### config.mk
export PLATFORM = sky130hd
export DESIGN_NAME = timing_watchdog_unit
export DESIGN_NICKNAME = d
export VERILOG_FILES = /design/src/include/twu_pkg.sv /design/src/design/slow_tick_gen.sv /design/src/design/timing_watchdog_unit.sv
export SDC_FILE = /design/constraint.sdc
export NUM_CORES = 1
export LEC_CHECK = 0
export BUFFER_PORTS_ARGS = -buffer_cell sky130_fd_sc_hd__buf_2
export CORE_MARGIN = 1
export CORE_UTILIZATION = 52
export CTS_CLUSTER_SIZE = 30
export DETAILED_ROUTE_END_ITERATION = 7
export HOLD_SLACK_MARGIN = 0.03
export PLACE_DENSITY = 0.75
export SYNTH_ARGS = -nofsm -noshare
export SYNTH_HDL_FRONTEND = slang
export SYNTH_HIERARCHICAL = 1
export SYNTH_SLANG_ARGS = --single-unit
### constraint.sdc
create_clock -name ref_clk -period 2.5 [get_ports ref_clk]
set_clock_uncertainty 0.2 [all_clocks]
set_input_delay 0.25 -clock ref_clk [delete_from_list [all_inputs] [get_ports ref_clk]]
set_output_delay 0.25 -clock ref_clk [all_outputs]
set_load 0.005 [all_outputs]
### src/include/twu_pkg.sv
`default_nettype none

package twu_pkg;

    // fast clock and the highest slow rate the counting logic supports
    localparam int unsigned REF_CLK_KHZ  = 25000;
    localparam int unsigned SLOW_MAX_KHZ = 100;
    // divider rounds up so the derived slow rate never exceeds the maximum
    localparam int unsigned SLOW_DIV     =
        (REF_CLK_KHZ + SLOW_MAX_KHZ - 1) / SLOW_MAX_KHZ;
    localparam int unsigned DIV_W        = 8;
    localparam logic [DIV_W-1:0] DIV_LAST = DIV_W'(SLOW_DIV - 1);

    // slow ticks a write waits before it takes effect
    localparam logic [3:0] SYNC_ACTIVE   = 4'h2;
    localparam logic [3:0] SYNC_SAVE     = 4'h4;
    // counter clock periods a write may take at most
    localparam logic [3:0] LIMIT_ACTIVE  = 4'h4;
    localparam logic [3:0] LIMIT_SAVE    = 4'h8;

    localparam logic [7:0] SERVICE_KEY   = 8'hA5;

    typedef struct packed {
        logic       tick_on_prescale;
        logic [7:0] prescale_reload;
        logic [7:0] wd_reload;
        logic [7:0] window_top;
    } cfg_s;

    localparam cfg_s CFG_RESET = '{
        tick_on_prescale: 1'b0,
        prescale_reload:  8'h0F,
        wd_reload:        8'hFF,
        window_top:       8'h40
    };

    localparam logic [7:0] WD_RESET  = 8'hFF;
    localparam logic [7:0] PRE_RESET = 8'h0F;

endpackage

`default_nettype wire

### src/design/slow_tick_gen.sv
`timescale 1ns/100ps
`default_nettype none

module slow_tick_gen
(
    input  wire logic ref_clk,
    input  wire logic reset,
    input  wire logic use_xtal,
    input  wire logic xtal_clk_pin,
    output logic      tick_q
);

    logic                        xs1_q;
    logic                        xs2_q;
    logic                        xs3_q;
    logic [twu_pkg::DIV_W-1:0]   div_q;
    logic [twu_pkg::DIV_W-1:0]   div_d;
    logic                        tick_d;

    always_comb
    begin
        // wrap of the divider keeps ticks at or below the maximum
        div_d  = (div_q == twu_pkg::DIV_LAST) ? '0 : div_q + 1'b1;
        // crystal rising edge or fast-clock prescaler wrap
        tick_d = use_xtal ? (xs2_q & ~xs3_q) : (div_q == twu_pkg::DIV_LAST);
    end

    always_ff @(posedge ref_clk)
    begin
        if (reset)
        begin
            xs1_q  <= 1'b0;
            xs2_q  <= 1'b0;
            xs3_q  <= 1'b0;
            div_q  <= '0;
            tick_q <= 1'b0;
        end
        else
        begin
            xs1_q  <= xtal_clk_pin;
            xs2_q  <= xs1_q;
            xs3_q  <= xs2_q;
            div_q  <= div_d;
            tick_q <= tick_d;
        end
    end
endmodule // slow_tick_gen

`default_nettype wire

### src/design/timing_watchdog_unit.sv
// Notes on behaviour
// - slow counting logic runs at most 100 kHz
// - slow tick from crystal or fast-clock prescaler
// - down counter, per tick or prescale underflow
// - fast-side writes synchronised before taking effect
// - write delay varies with clock phase, ratio
// - active mode: effect within four counter periods
// - power save: effect within eight counter periods
`timescale 1ns/100ps
`default_nettype none

module timing_watchdog_unit
(
    input  wire logic          ref_clk,
    input  wire logic          reset,
    input  wire logic          use_xtal,
    input  wire logic          xtal_clk_pin,
    input  wire logic          power_save,
    input  wire logic          cfg_wr,
    input  wire twu_pkg::cfg_s cfg_data,
    input  wire logic          service_wr,
    input  wire logic [7:0]    service_data,
    input  wire logic          error_clear,
    output logic [7:0]         watchdog_count_value_q,
    output logic               watchdog_error_q,
    output logic               sync_busy_q
);

    logic          slow_clock_tick;
    twu_pkg::cfg_s cfg_q;
    twu_pkg::cfg_s cfg_d;
    twu_pkg::cfg_s cfg_pend_q;
    twu_pkg::cfg_s cfg_pend_d;
    logic          cfg_busy_q;
    logic          cfg_busy_d;
    logic [3:0]    cfg_cnt_q;
    logic [3:0]    cfg_cnt_d;
    logic [7:0]    svc_data_q;
    logic [7:0]    svc_data_d;
    logic          svc_busy_q;
    logic          svc_busy_d;
    logic [3:0]    svc_cnt_q;
    logic [3:0]    svc_cnt_d;
    logic          svc_apply;
    logic          cfg_apply;
    logic [3:0]    sync_len;
    logic [7:0]    pre_q;
    logic [7:0]    pre_d;
    logic [7:0]    wd_d;
    logic          err_d;
    logic          busy_d;
    logic          prescale_timer_underflow;
    logic          count_tick;
    logic          svc_bad;

    slow_tick_gen u_tick
    (
        .ref_clk      (ref_clk),
        .reset        (reset),
        .use_xtal     (use_xtal),
        .xtal_clk_pin (xtal_clk_pin),
        .tick_q       (slow_clock_tick)
    );

    // write synchronisation into the slow-tick logic
    always_comb
    begin
        // two ticks keep four counter periods; four keep eight
        sync_len   = power_save ? twu_pkg::SYNC_SAVE : twu_pkg::SYNC_ACTIVE;
        cfg_apply  = cfg_busy_q && slow_clock_tick
                     && (cfg_cnt_q + 4'h1 >= sync_len);
        svc_apply  = svc_busy_q && slow_clock_tick
                     && (svc_cnt_q + 4'h1 >= sync_len);
        cfg_pend_d = cfg_pend_q;
        cfg_busy_d = cfg_busy_q;
        cfg_cnt_d  = cfg_cnt_q;
        svc_data_d = svc_data_q;
        svc_busy_d = svc_busy_q;
        svc_cnt_d  = svc_cnt_q;
        cfg_d      = cfg_q;
        // delay counts whole slow ticks from whatever phase the write hit
        if (cfg_apply)
        begin
            cfg_d      = cfg_pend_q;
            cfg_busy_d = 1'b0;
        end
        else if (cfg_busy_q && slow_clock_tick)
        begin
            cfg_cnt_d = cfg_cnt_q + 4'h1;
        end
        if (svc_apply)
        begin
            svc_busy_d = 1'b0;
        end
        else if (svc_busy_q && slow_clock_tick)
        begin
            svc_cnt_d = svc_cnt_q + 4'h1;
        end
        // a fresh write restarts its own synchronisation
        if (cfg_wr)
        begin
            cfg_pend_d = cfg_data;
            cfg_busy_d = 1'b1;
            cfg_cnt_d  = 4'h0;
        end
        if (service_wr)
        begin
            svc_data_d = service_data;
            svc_busy_d = 1'b1;
            svc_cnt_d  = 4'h0;
        end
        busy_d = cfg_busy_d | svc_busy_d;
    end

    always_ff @(posedge ref_clk)
    begin
        if (reset)
        begin
            cfg_q       <= twu_pkg::CFG_RESET;
            cfg_pend_q  <= twu_pkg::CFG_RESET;
            cfg_busy_q  <= 1'b0;
            cfg_cnt_q   <= 4'h0;
            svc_data_q  <= 8'h00;
            svc_busy_q  <= 1'b0;
            svc_cnt_q   <= 4'h0;
            sync_busy_q <= 1'b0;
        end
        else
        begin
            cfg_q       <= cfg_d;
            cfg_pend_q  <= cfg_pend_d;
            cfg_busy_q  <= cfg_busy_d;
            cfg_cnt_q   <= cfg_cnt_d;
            svc_data_q  <= svc_data_d;
            svc_busy_q  <= svc_busy_d;
            svc_cnt_q   <= svc_cnt_d;
            sync_busy_q <= busy_d;
        end
    end

    // prescale timer and watchdog down counter
    always_comb
    begin
        prescale_timer_underflow = slow_clock_tick && (pre_q == 8'h00);
        pre_d = pre_q;
        if (slow_clock_tick)
        begin
            pre_d = (pre_q == 8'h00) ? cfg_q.prescale_reload
                                     : pre_q - 8'h01;
        end
        count_tick = cfg_q.tick_on_prescale ? prescale_timer_underflow
                                            : slow_clock_tick;
        // early service means the count is still above the window top
        svc_bad = (svc_data_q != twu_pkg::SERVICE_KEY)
                  || (watchdog_count_value_q > cfg_q.window_top);
        wd_d  = watchdog_count_value_q;
        err_d = watchdog_error_q;
        if (error_clear)
        begin
            err_d = 1'b0;
        end
        if (svc_apply)
        begin
            wd_d = cfg_q.wd_reload;
            if (svc_bad)
            begin
                err_d = 1'b1;
            end
        end
        else if (count_tick)
        begin
            if (watchdog_count_value_q == 8'h00)
            begin
                wd_d  = cfg_q.wd_reload;
                err_d = 1'b1;
            end
            else
            begin
                wd_d = watchdog_count_value_q - 8'h01;
            end
        end
    end

    always_ff @(posedge ref_clk)
    begin
        if (reset)
        begin
            pre_q                  <= twu_pkg::PRE_RESET;
            watchdog_count_value_q <= twu_pkg::WD_RESET;
            watchdog_error_q       <= 1'b0;
        end
        else
        begin
            pre_q                  <= pre_d;
            watchdog_count_value_q <= wd_d;
            watchdog_error_q       <= err_d;
        end
    end

    // helper: counter periods spent waiting by the service write
    logic [3:0] wait_periods_q;
    always_ff @(posedge ref_clk)
    begin
        if (reset || service_wr || !svc_busy_q)
        begin
            wait_periods_q <= 4'h0;
        end
        else if (count_tick && wait_periods_q != 4'hF)
        begin
            wait_periods_q <= wait_periods_q + 4'h1;
        end
    end
endmodule // timing_watchdog_unit

`default_nettype wire

# Yosys cells after proc, flatten, opt, wreduce, memory -nomap -nowiden

Index checks and enable logic that the tools add are counted.

Latch bits: 0
Logic and storage cells: 67
Bits in writable memories: 0
Bits in registers: 98
Input bits: 41
Output and inout bits: 10
Memories: 0
ROM bits: 0

Mux-type cells: 16
Shift operators: 0
Multiply operators: 0
Add/subtract/negate cells: 5
Equal/unequal tests: 2
$lt $le $gt $ge: 3
Bitwise logic cells: 5
Reduce and logical (&&, ||, !) cells: 14
Div/mod/pow operators: 0

Operator list:

| operator                                         | number |
|---|---|
| two-way mux 8 bit                                | 4 |
| zero test 8 bit                                  | 2 |
| subtractor 8 x 1 -> 8 bit, second input constant | 2 |
| two-way mux 1 bit                                | 11 |
| adder 4 x 1 -> 4 bit, second input constant      | 2 |
| adder 8 x 1 -> 8 bit, second input constant      | 1 |
| == test 8 bit, second input constant             | 1 |
| greater-or-equal comparator 4 x 3 -> 1 bit       | 2 |
| greater-than comparator 8 bit                    | 1 |
| != test 8 bit, second input constant             | 1 |
| OR reduction 2 bit                               | 3 |
| logical AND 1 bit                                | 5 |
| AND reduction 2 bit                              | 2 |
| two-way mux 3 bit                                | 1 |
| NOT 1 bit                                        | 3 |
| nonzero test 2 bit                               | 1 |
| bitwise AND 1 bit                                | 1 |
| logical OR 1 bit                                 | 1 |
| bitwise OR 1 bit                                 | 1 |

# Longest topological paths before layout

Word-level depth: 6
Depth in mapped cells: 10
Mapped depth without buffers: 8

# Hierarchy

The synthesis kept the hierarchy.

By module, submodules not included:

| module               | area each (um2) | instances | cells an instance |
|---|---|---|---|
| timing_watchdog_unit | 3867.5          | 1         | 443 |
| slow_tick_gen        | 479.2           | 1         | 51 |

# Worst setup path before layout

Ideal clock, no wire load.

Kind: reg2reg
Start: register cfg_cnt_q[0]
End: register cfg_q[20] (netlist name)
Period minus slack after synthesis: 2355 ps
Path slack: 145 ps
Arrival time: 2085 ps
Stages on the path, launching flop included: 11
Required time: 2230 ps
Path through: dfxtp_1 -> ha_1 -> inv_1 -> ha_1 -> a21bo_2 -> a221oi_2 -> or2_2 -> buf_2 -> buf_2 -> nand2_1 -> a21oi_1

Longest elaborated chain between the ends: 3

RTL lines:

| what                                       | RTL line                    | source |
|---|---|---|
| from (decl)                                | timing_watchdog_unit.sv:36  | `logic [3:0] cfg_cnt_q;` |
| from (signal assigned)                     | timing_watchdog_unit.sv:133 | `cfg_cnt_q <= cfg_cnt_d;` |
| adder 4 x 1 -> 4 bit                       | timing_watchdog_unit.sv:71  | `&& (cfg_cnt_q + 4'h1 >= sync_len);` |
| greater-or-equal comparator 4 x 3 -> 1 bit | timing_watchdog_unit.sv:71  |  |
| logical AND 1 bit                          | timing_watchdog_unit.sv:71  |  |
| to (signal assigned)                       | timing_watchdog_unit.sv:119 | `cfg_q <= twu_pkg::CFG_RESET;` |
| to (signal assigned)                       | timing_watchdog_unit.sv:130 | `cfg_q <= cfg_d;` |
| to (decl)                                  | timing_watchdog_unit.sv:30  | `twu_pkg::cfg_s cfg_q;` |

No other way between the ends.
A chain may end at the register's enable or synchronous reset.

# Worst setup path in the final report

Start: register svc_cnt_q[0]
End: register watchdog_count_value_q[3]

Longest elaborated chain between the ends: 4
Elaborated cells between the ends (all ways): 5

RTL lines:

| what                                                    | RTL line                    | source |
|---|---|---|
| from (decl)                                             | timing_watchdog_unit.sv:42  | `logic [3:0] svc_cnt_q;` |
| from (signal assigned)                                  | timing_watchdog_unit.sv:136 | `svc_cnt_q <= svc_cnt_d;` |
| adder 4 x 1 -> 4 bit *                                  | timing_watchdog_unit.sv:73  | `&& (svc_cnt_q + 4'h1 >= sync_len);` |
| greater-or-equal comparator 4 x 3 -> 1 bit *            | timing_watchdog_unit.sv:73  |  |
| logical AND 1 bit *                                     | timing_watchdog_unit.sv:73  |  |
| two-way mux 8 bit or nonzero test 2 bit (tied branches) | --                          |  |
| to (signal assigned)                                    | timing_watchdog_unit.sv:189 | `watchdog_count_value_q <= twu_pkg::WD_RESET;` |
| to (signal assigned)                                    | timing_watchdog_unit.sv:195 | `watchdog_count_value_q <= wd_d;` |
| to (decl)                                               | timing_watchdog_unit.sv:24  | `output logic [7:0] watchdog_count_value_q,` |

Every way passes the cells marked *; elsewhere a longest branch is shown, timed or not.

==> out/metrics.csv <==
metric,value,unit
synthesized flop and latch total,98,
Maximum Capacitance Violations,0,
net count of the mapped netlist,555,
total standard cell area after synthesis,4350,um2
maximum achievable frequency,417,MHz
TritonCTS clock tree,built,
sequential fraction of design power,54.8,%
cell row count,32,
die width,93.4,um
Worst Path Arrival,2450,ps
largest net degree at the start of global routing,51,
cell at the slowest stage of the critical path,a221o_1,
post-route DRC violation count,0,
total congestion overflow,0,
clock slew at the register clock pins of the worst setup and hold paths,90,ps
Max stage delay on crit path,380,ps
worst slew slack as a fraction of its limit,37.1,%
critical path data required time,2550,ps
most frequent cells after synthesis,"dfxtp_1 (98), nand2_1 (80), nor2_1 (48)",
combined area of the multi-input logic cells,2250,um2
detailed-router iteration count before antenna repair,4,
number of hold violations in the final report,0,
post-synthesis sequential area ratio,45.1,%
clock latency on the worst-skew pair,360,ps
"buffers from clock root to sink, at most",2,
internal power component,2320,uW
quantity of I/O buffers inserted on ports,50,
power share of the combinational group,7.4,%
Antenna Cells,0,
fraction of registers with async set/reset,0,%
ordered cell list for the critical path,"ha_1, inv_1, ha_1, a21bo_2, a21oi_2, a21bo_2, o21ai_2, a221o_1",
power per unit of standard cell area,559,nW/um2
die height,93.4,um
critical path capture point type,flip-flop,
sink count of the clock tree,98,
layout cell share with drive strength beyond 1,16.4,%
via count,3741,
count of flip-flops with a built-in enable after synthesis,0,
slew at the pin closest to its max-slew limit,942,ps
final count of pins violating max slew,0,
top flip-flop cell by instance count after synthesis,dfxtp_1,
total area of sequential cells,1960,um2
Syn. warnings,6,
final-layout fill cell count,619,
largest cells by area after synthesis,"dfxtp_1 (45%), mux2i_1 (8.3%), nand2_1 (6.9%)",
Worst VDD drop,0.368,mV
TritonCTS Buffers,9,
post-route fraction of the period consumed by the critical path,95.9,%
most common cell in the netlist,dfxtp_1,
placed cell areas,4720,um2
number of DRC markers in iteration 0,187,
weighted congestion at the end of routability-driven global placement,0.814,
reported leakage power,0.00226,uW
clock network fraction of design power,37.7,%
total half-perimeter wirelength after legalization and detailed placement,6.49,mm
area of the core,7890,um2
H-Tree Level Count,3,
number of distinct library cell variants in the gate-level netlist after synthesis,56,
Post-Syn Area per Cell,8.80,um2
final core utilization,67.7,%
I/O pin cnt,51,
final count of negative-setup-slack endpoints,0,
Initial Utilization,55.1,%
Hold WC Path Type,input pin to flip-flop,
routed wirelength normalized by instance count,14.0,um
number of buffers and inverters on the critical path,1,
startpoint kind of the worst setup timing path,flip-flop,
per-cell via count in the routed design,5.45,
vias in the first global route,3718,
total chip power,2990,uW
nets,640,
switching power,669,uW
final design instance area without fill,5340,um2
Total Die Area,8730,um2
classification of the worst setup path,flip-flop to flip-flop,
outcome,"complete, no violations",
post-synthesis instance total,494,
growth of design area from synthesis to finish,22.9,%
wire length of the first global-routing pass,16.2,mm
root buffer selected by CTS,clkbuf_8,
Tot GR Track Use,23.4,%
most area-hungry cell type in the Yosys netlist,dfxtp_1,
minimum period implied by the final worst setup slack,2400,ps
largest delay contributor family on the critical path,compound AO/OA/AOI/OAI gates,
initial antenna violation count,0,
antenna-violating nets left,0,
post-synth top area share,45.1,%
maximum fanout count along the critical path,8,
detailed-route wire length,9.59,mm
Net Sw Frac,22.4,%
-- registers in the layout, indices dropped and copies added (netlist names) --
| signal | count |
|---|---|
| cfg_busy_q | 1 |
| u_tick/xs1_q | 1 |
| u_tick/div_q | 8 |
| svc_cnt_q | 4 |
| pre_q | 8 |
| svc_data_q | 8 |
| cfg_q | 25 |
| u_tick/xs3_q | 1 |
| u_tick/tick_q | 1 |
| watchdog_error_q | 1 |
| cfg_cnt_q | 4 |
| svc_busy_q | 1 |
| sync_busy_q | 1 |
| cfg_pend_q | 25 |
| u_tick/xs2_q | 1 |
| watchdog_count_value_q | 8 |
-- area by class of cell --
cell class,count,share of cell area [%]
timing repair buffer,96,13.1
clock inverter,6,1.66
inverter,20,1.41
clock buffer,10,2.58
tap,102,2.39
multi-input combinational,354,42.1
sequential,98,36.7
-- timing repair --
item / 4_1_cts / 5_1_grt
resized for setup: 1 / 7
setup buffers: 0 / 2
endpoints found under the setup margin: 5 / 30
pin swaps: 0 / 1
hold buffers: 35 / 0
cloned: 0 / 0
hold endpoints to repair: 35 / 0
-- per-stage QoR --
step | setup TNS (ps) | setup WS, ps | instances | hold WS [ps]
2_1_floorplan | 0 | 145 | 494 | 119
3_3_place_gp | 0 | 122 | 633 | 225
3_5_place_dp | 0 | 26.0 | 633 | 247
4_1_cts | 0 | 3.82 | 684 | 117
5_1_grt | -8.27 | -8.27 | 686 | 118
6_report | 0 | 104 | 686 | 123
-- logic make-up (layout without fill, tap and decap cells) --
kind of cell | count (synthesis) | after routing | synth area share (%)
xor gates and xnor gates | 10 | 10 | 2.02
and+or+nand+nor | 205 | 205 | 22.2
muxes | 37 | 37 | 8.55
DFF | 98 | 98 | 45.1
buffers and inverters | 42 | 132 | 3.74
adders and majority gates | 20 | 20 | 5.76
AOI/OAI and AO/OA | 82 | 82 | 12.6
-- power groups by stage --
stage	clock network [uW]	registers [uW]	logic [uW]
after floorplan	0	1670	117
after global placement	0	1670	169
after detailed placement	0	1670	175
after CTS	1160	1640	218
after global routing	1220	1640	247
final	1130	1640	222
-- worst paths after layout --
path	from	endpoint	slack (ps)	depth (start not counted)
worst min-delay path	service_wr	svc_cnt_q[2]	120	2
worst min register to register	cfg_pend_q[20]	cfg_q[20]	260	2
worst max register to register	svc_cnt_q[0]	watchdog_count_value_q[3]	100	8
worst max-delay path	svc_cnt_q[0]	watchdog_count_value_q[3]	100	8
-- routing by layer --
layer	track usage (%)	wire (um)
met5	0	0
met1	28.0	4330
met2	41.7	4690
met3	3.41	399
met4	10.1	171
-- worst reg2reg max path, stage by stage, from the launching register on --
cell	delay [ps]
dfxtp_1	360
ha_1	320
inv_1	50
ha_1	270
a21bo_2	220
a21oi_2	190
a21bo_2	190
o21ai_2	120
a221o_1	380
-- layout by cell type, fill, tap and decap left out, drive strengths merged, types with 6 or more instances in the layout --
cell type / count
o21ai: 8
o211ai: 6
dlygate4sd3: 35
nor2: 48
buf: 61
clkbuf: 10
a21oi: 34
dfxtp: 98
nor3: 11
inv: 21
nand2: 80
nor2b: 6
mux2i: 36
nand4: 8
xor2: 9
nand3: 26
ha: 20
Power figures use the tool's default switching activity.
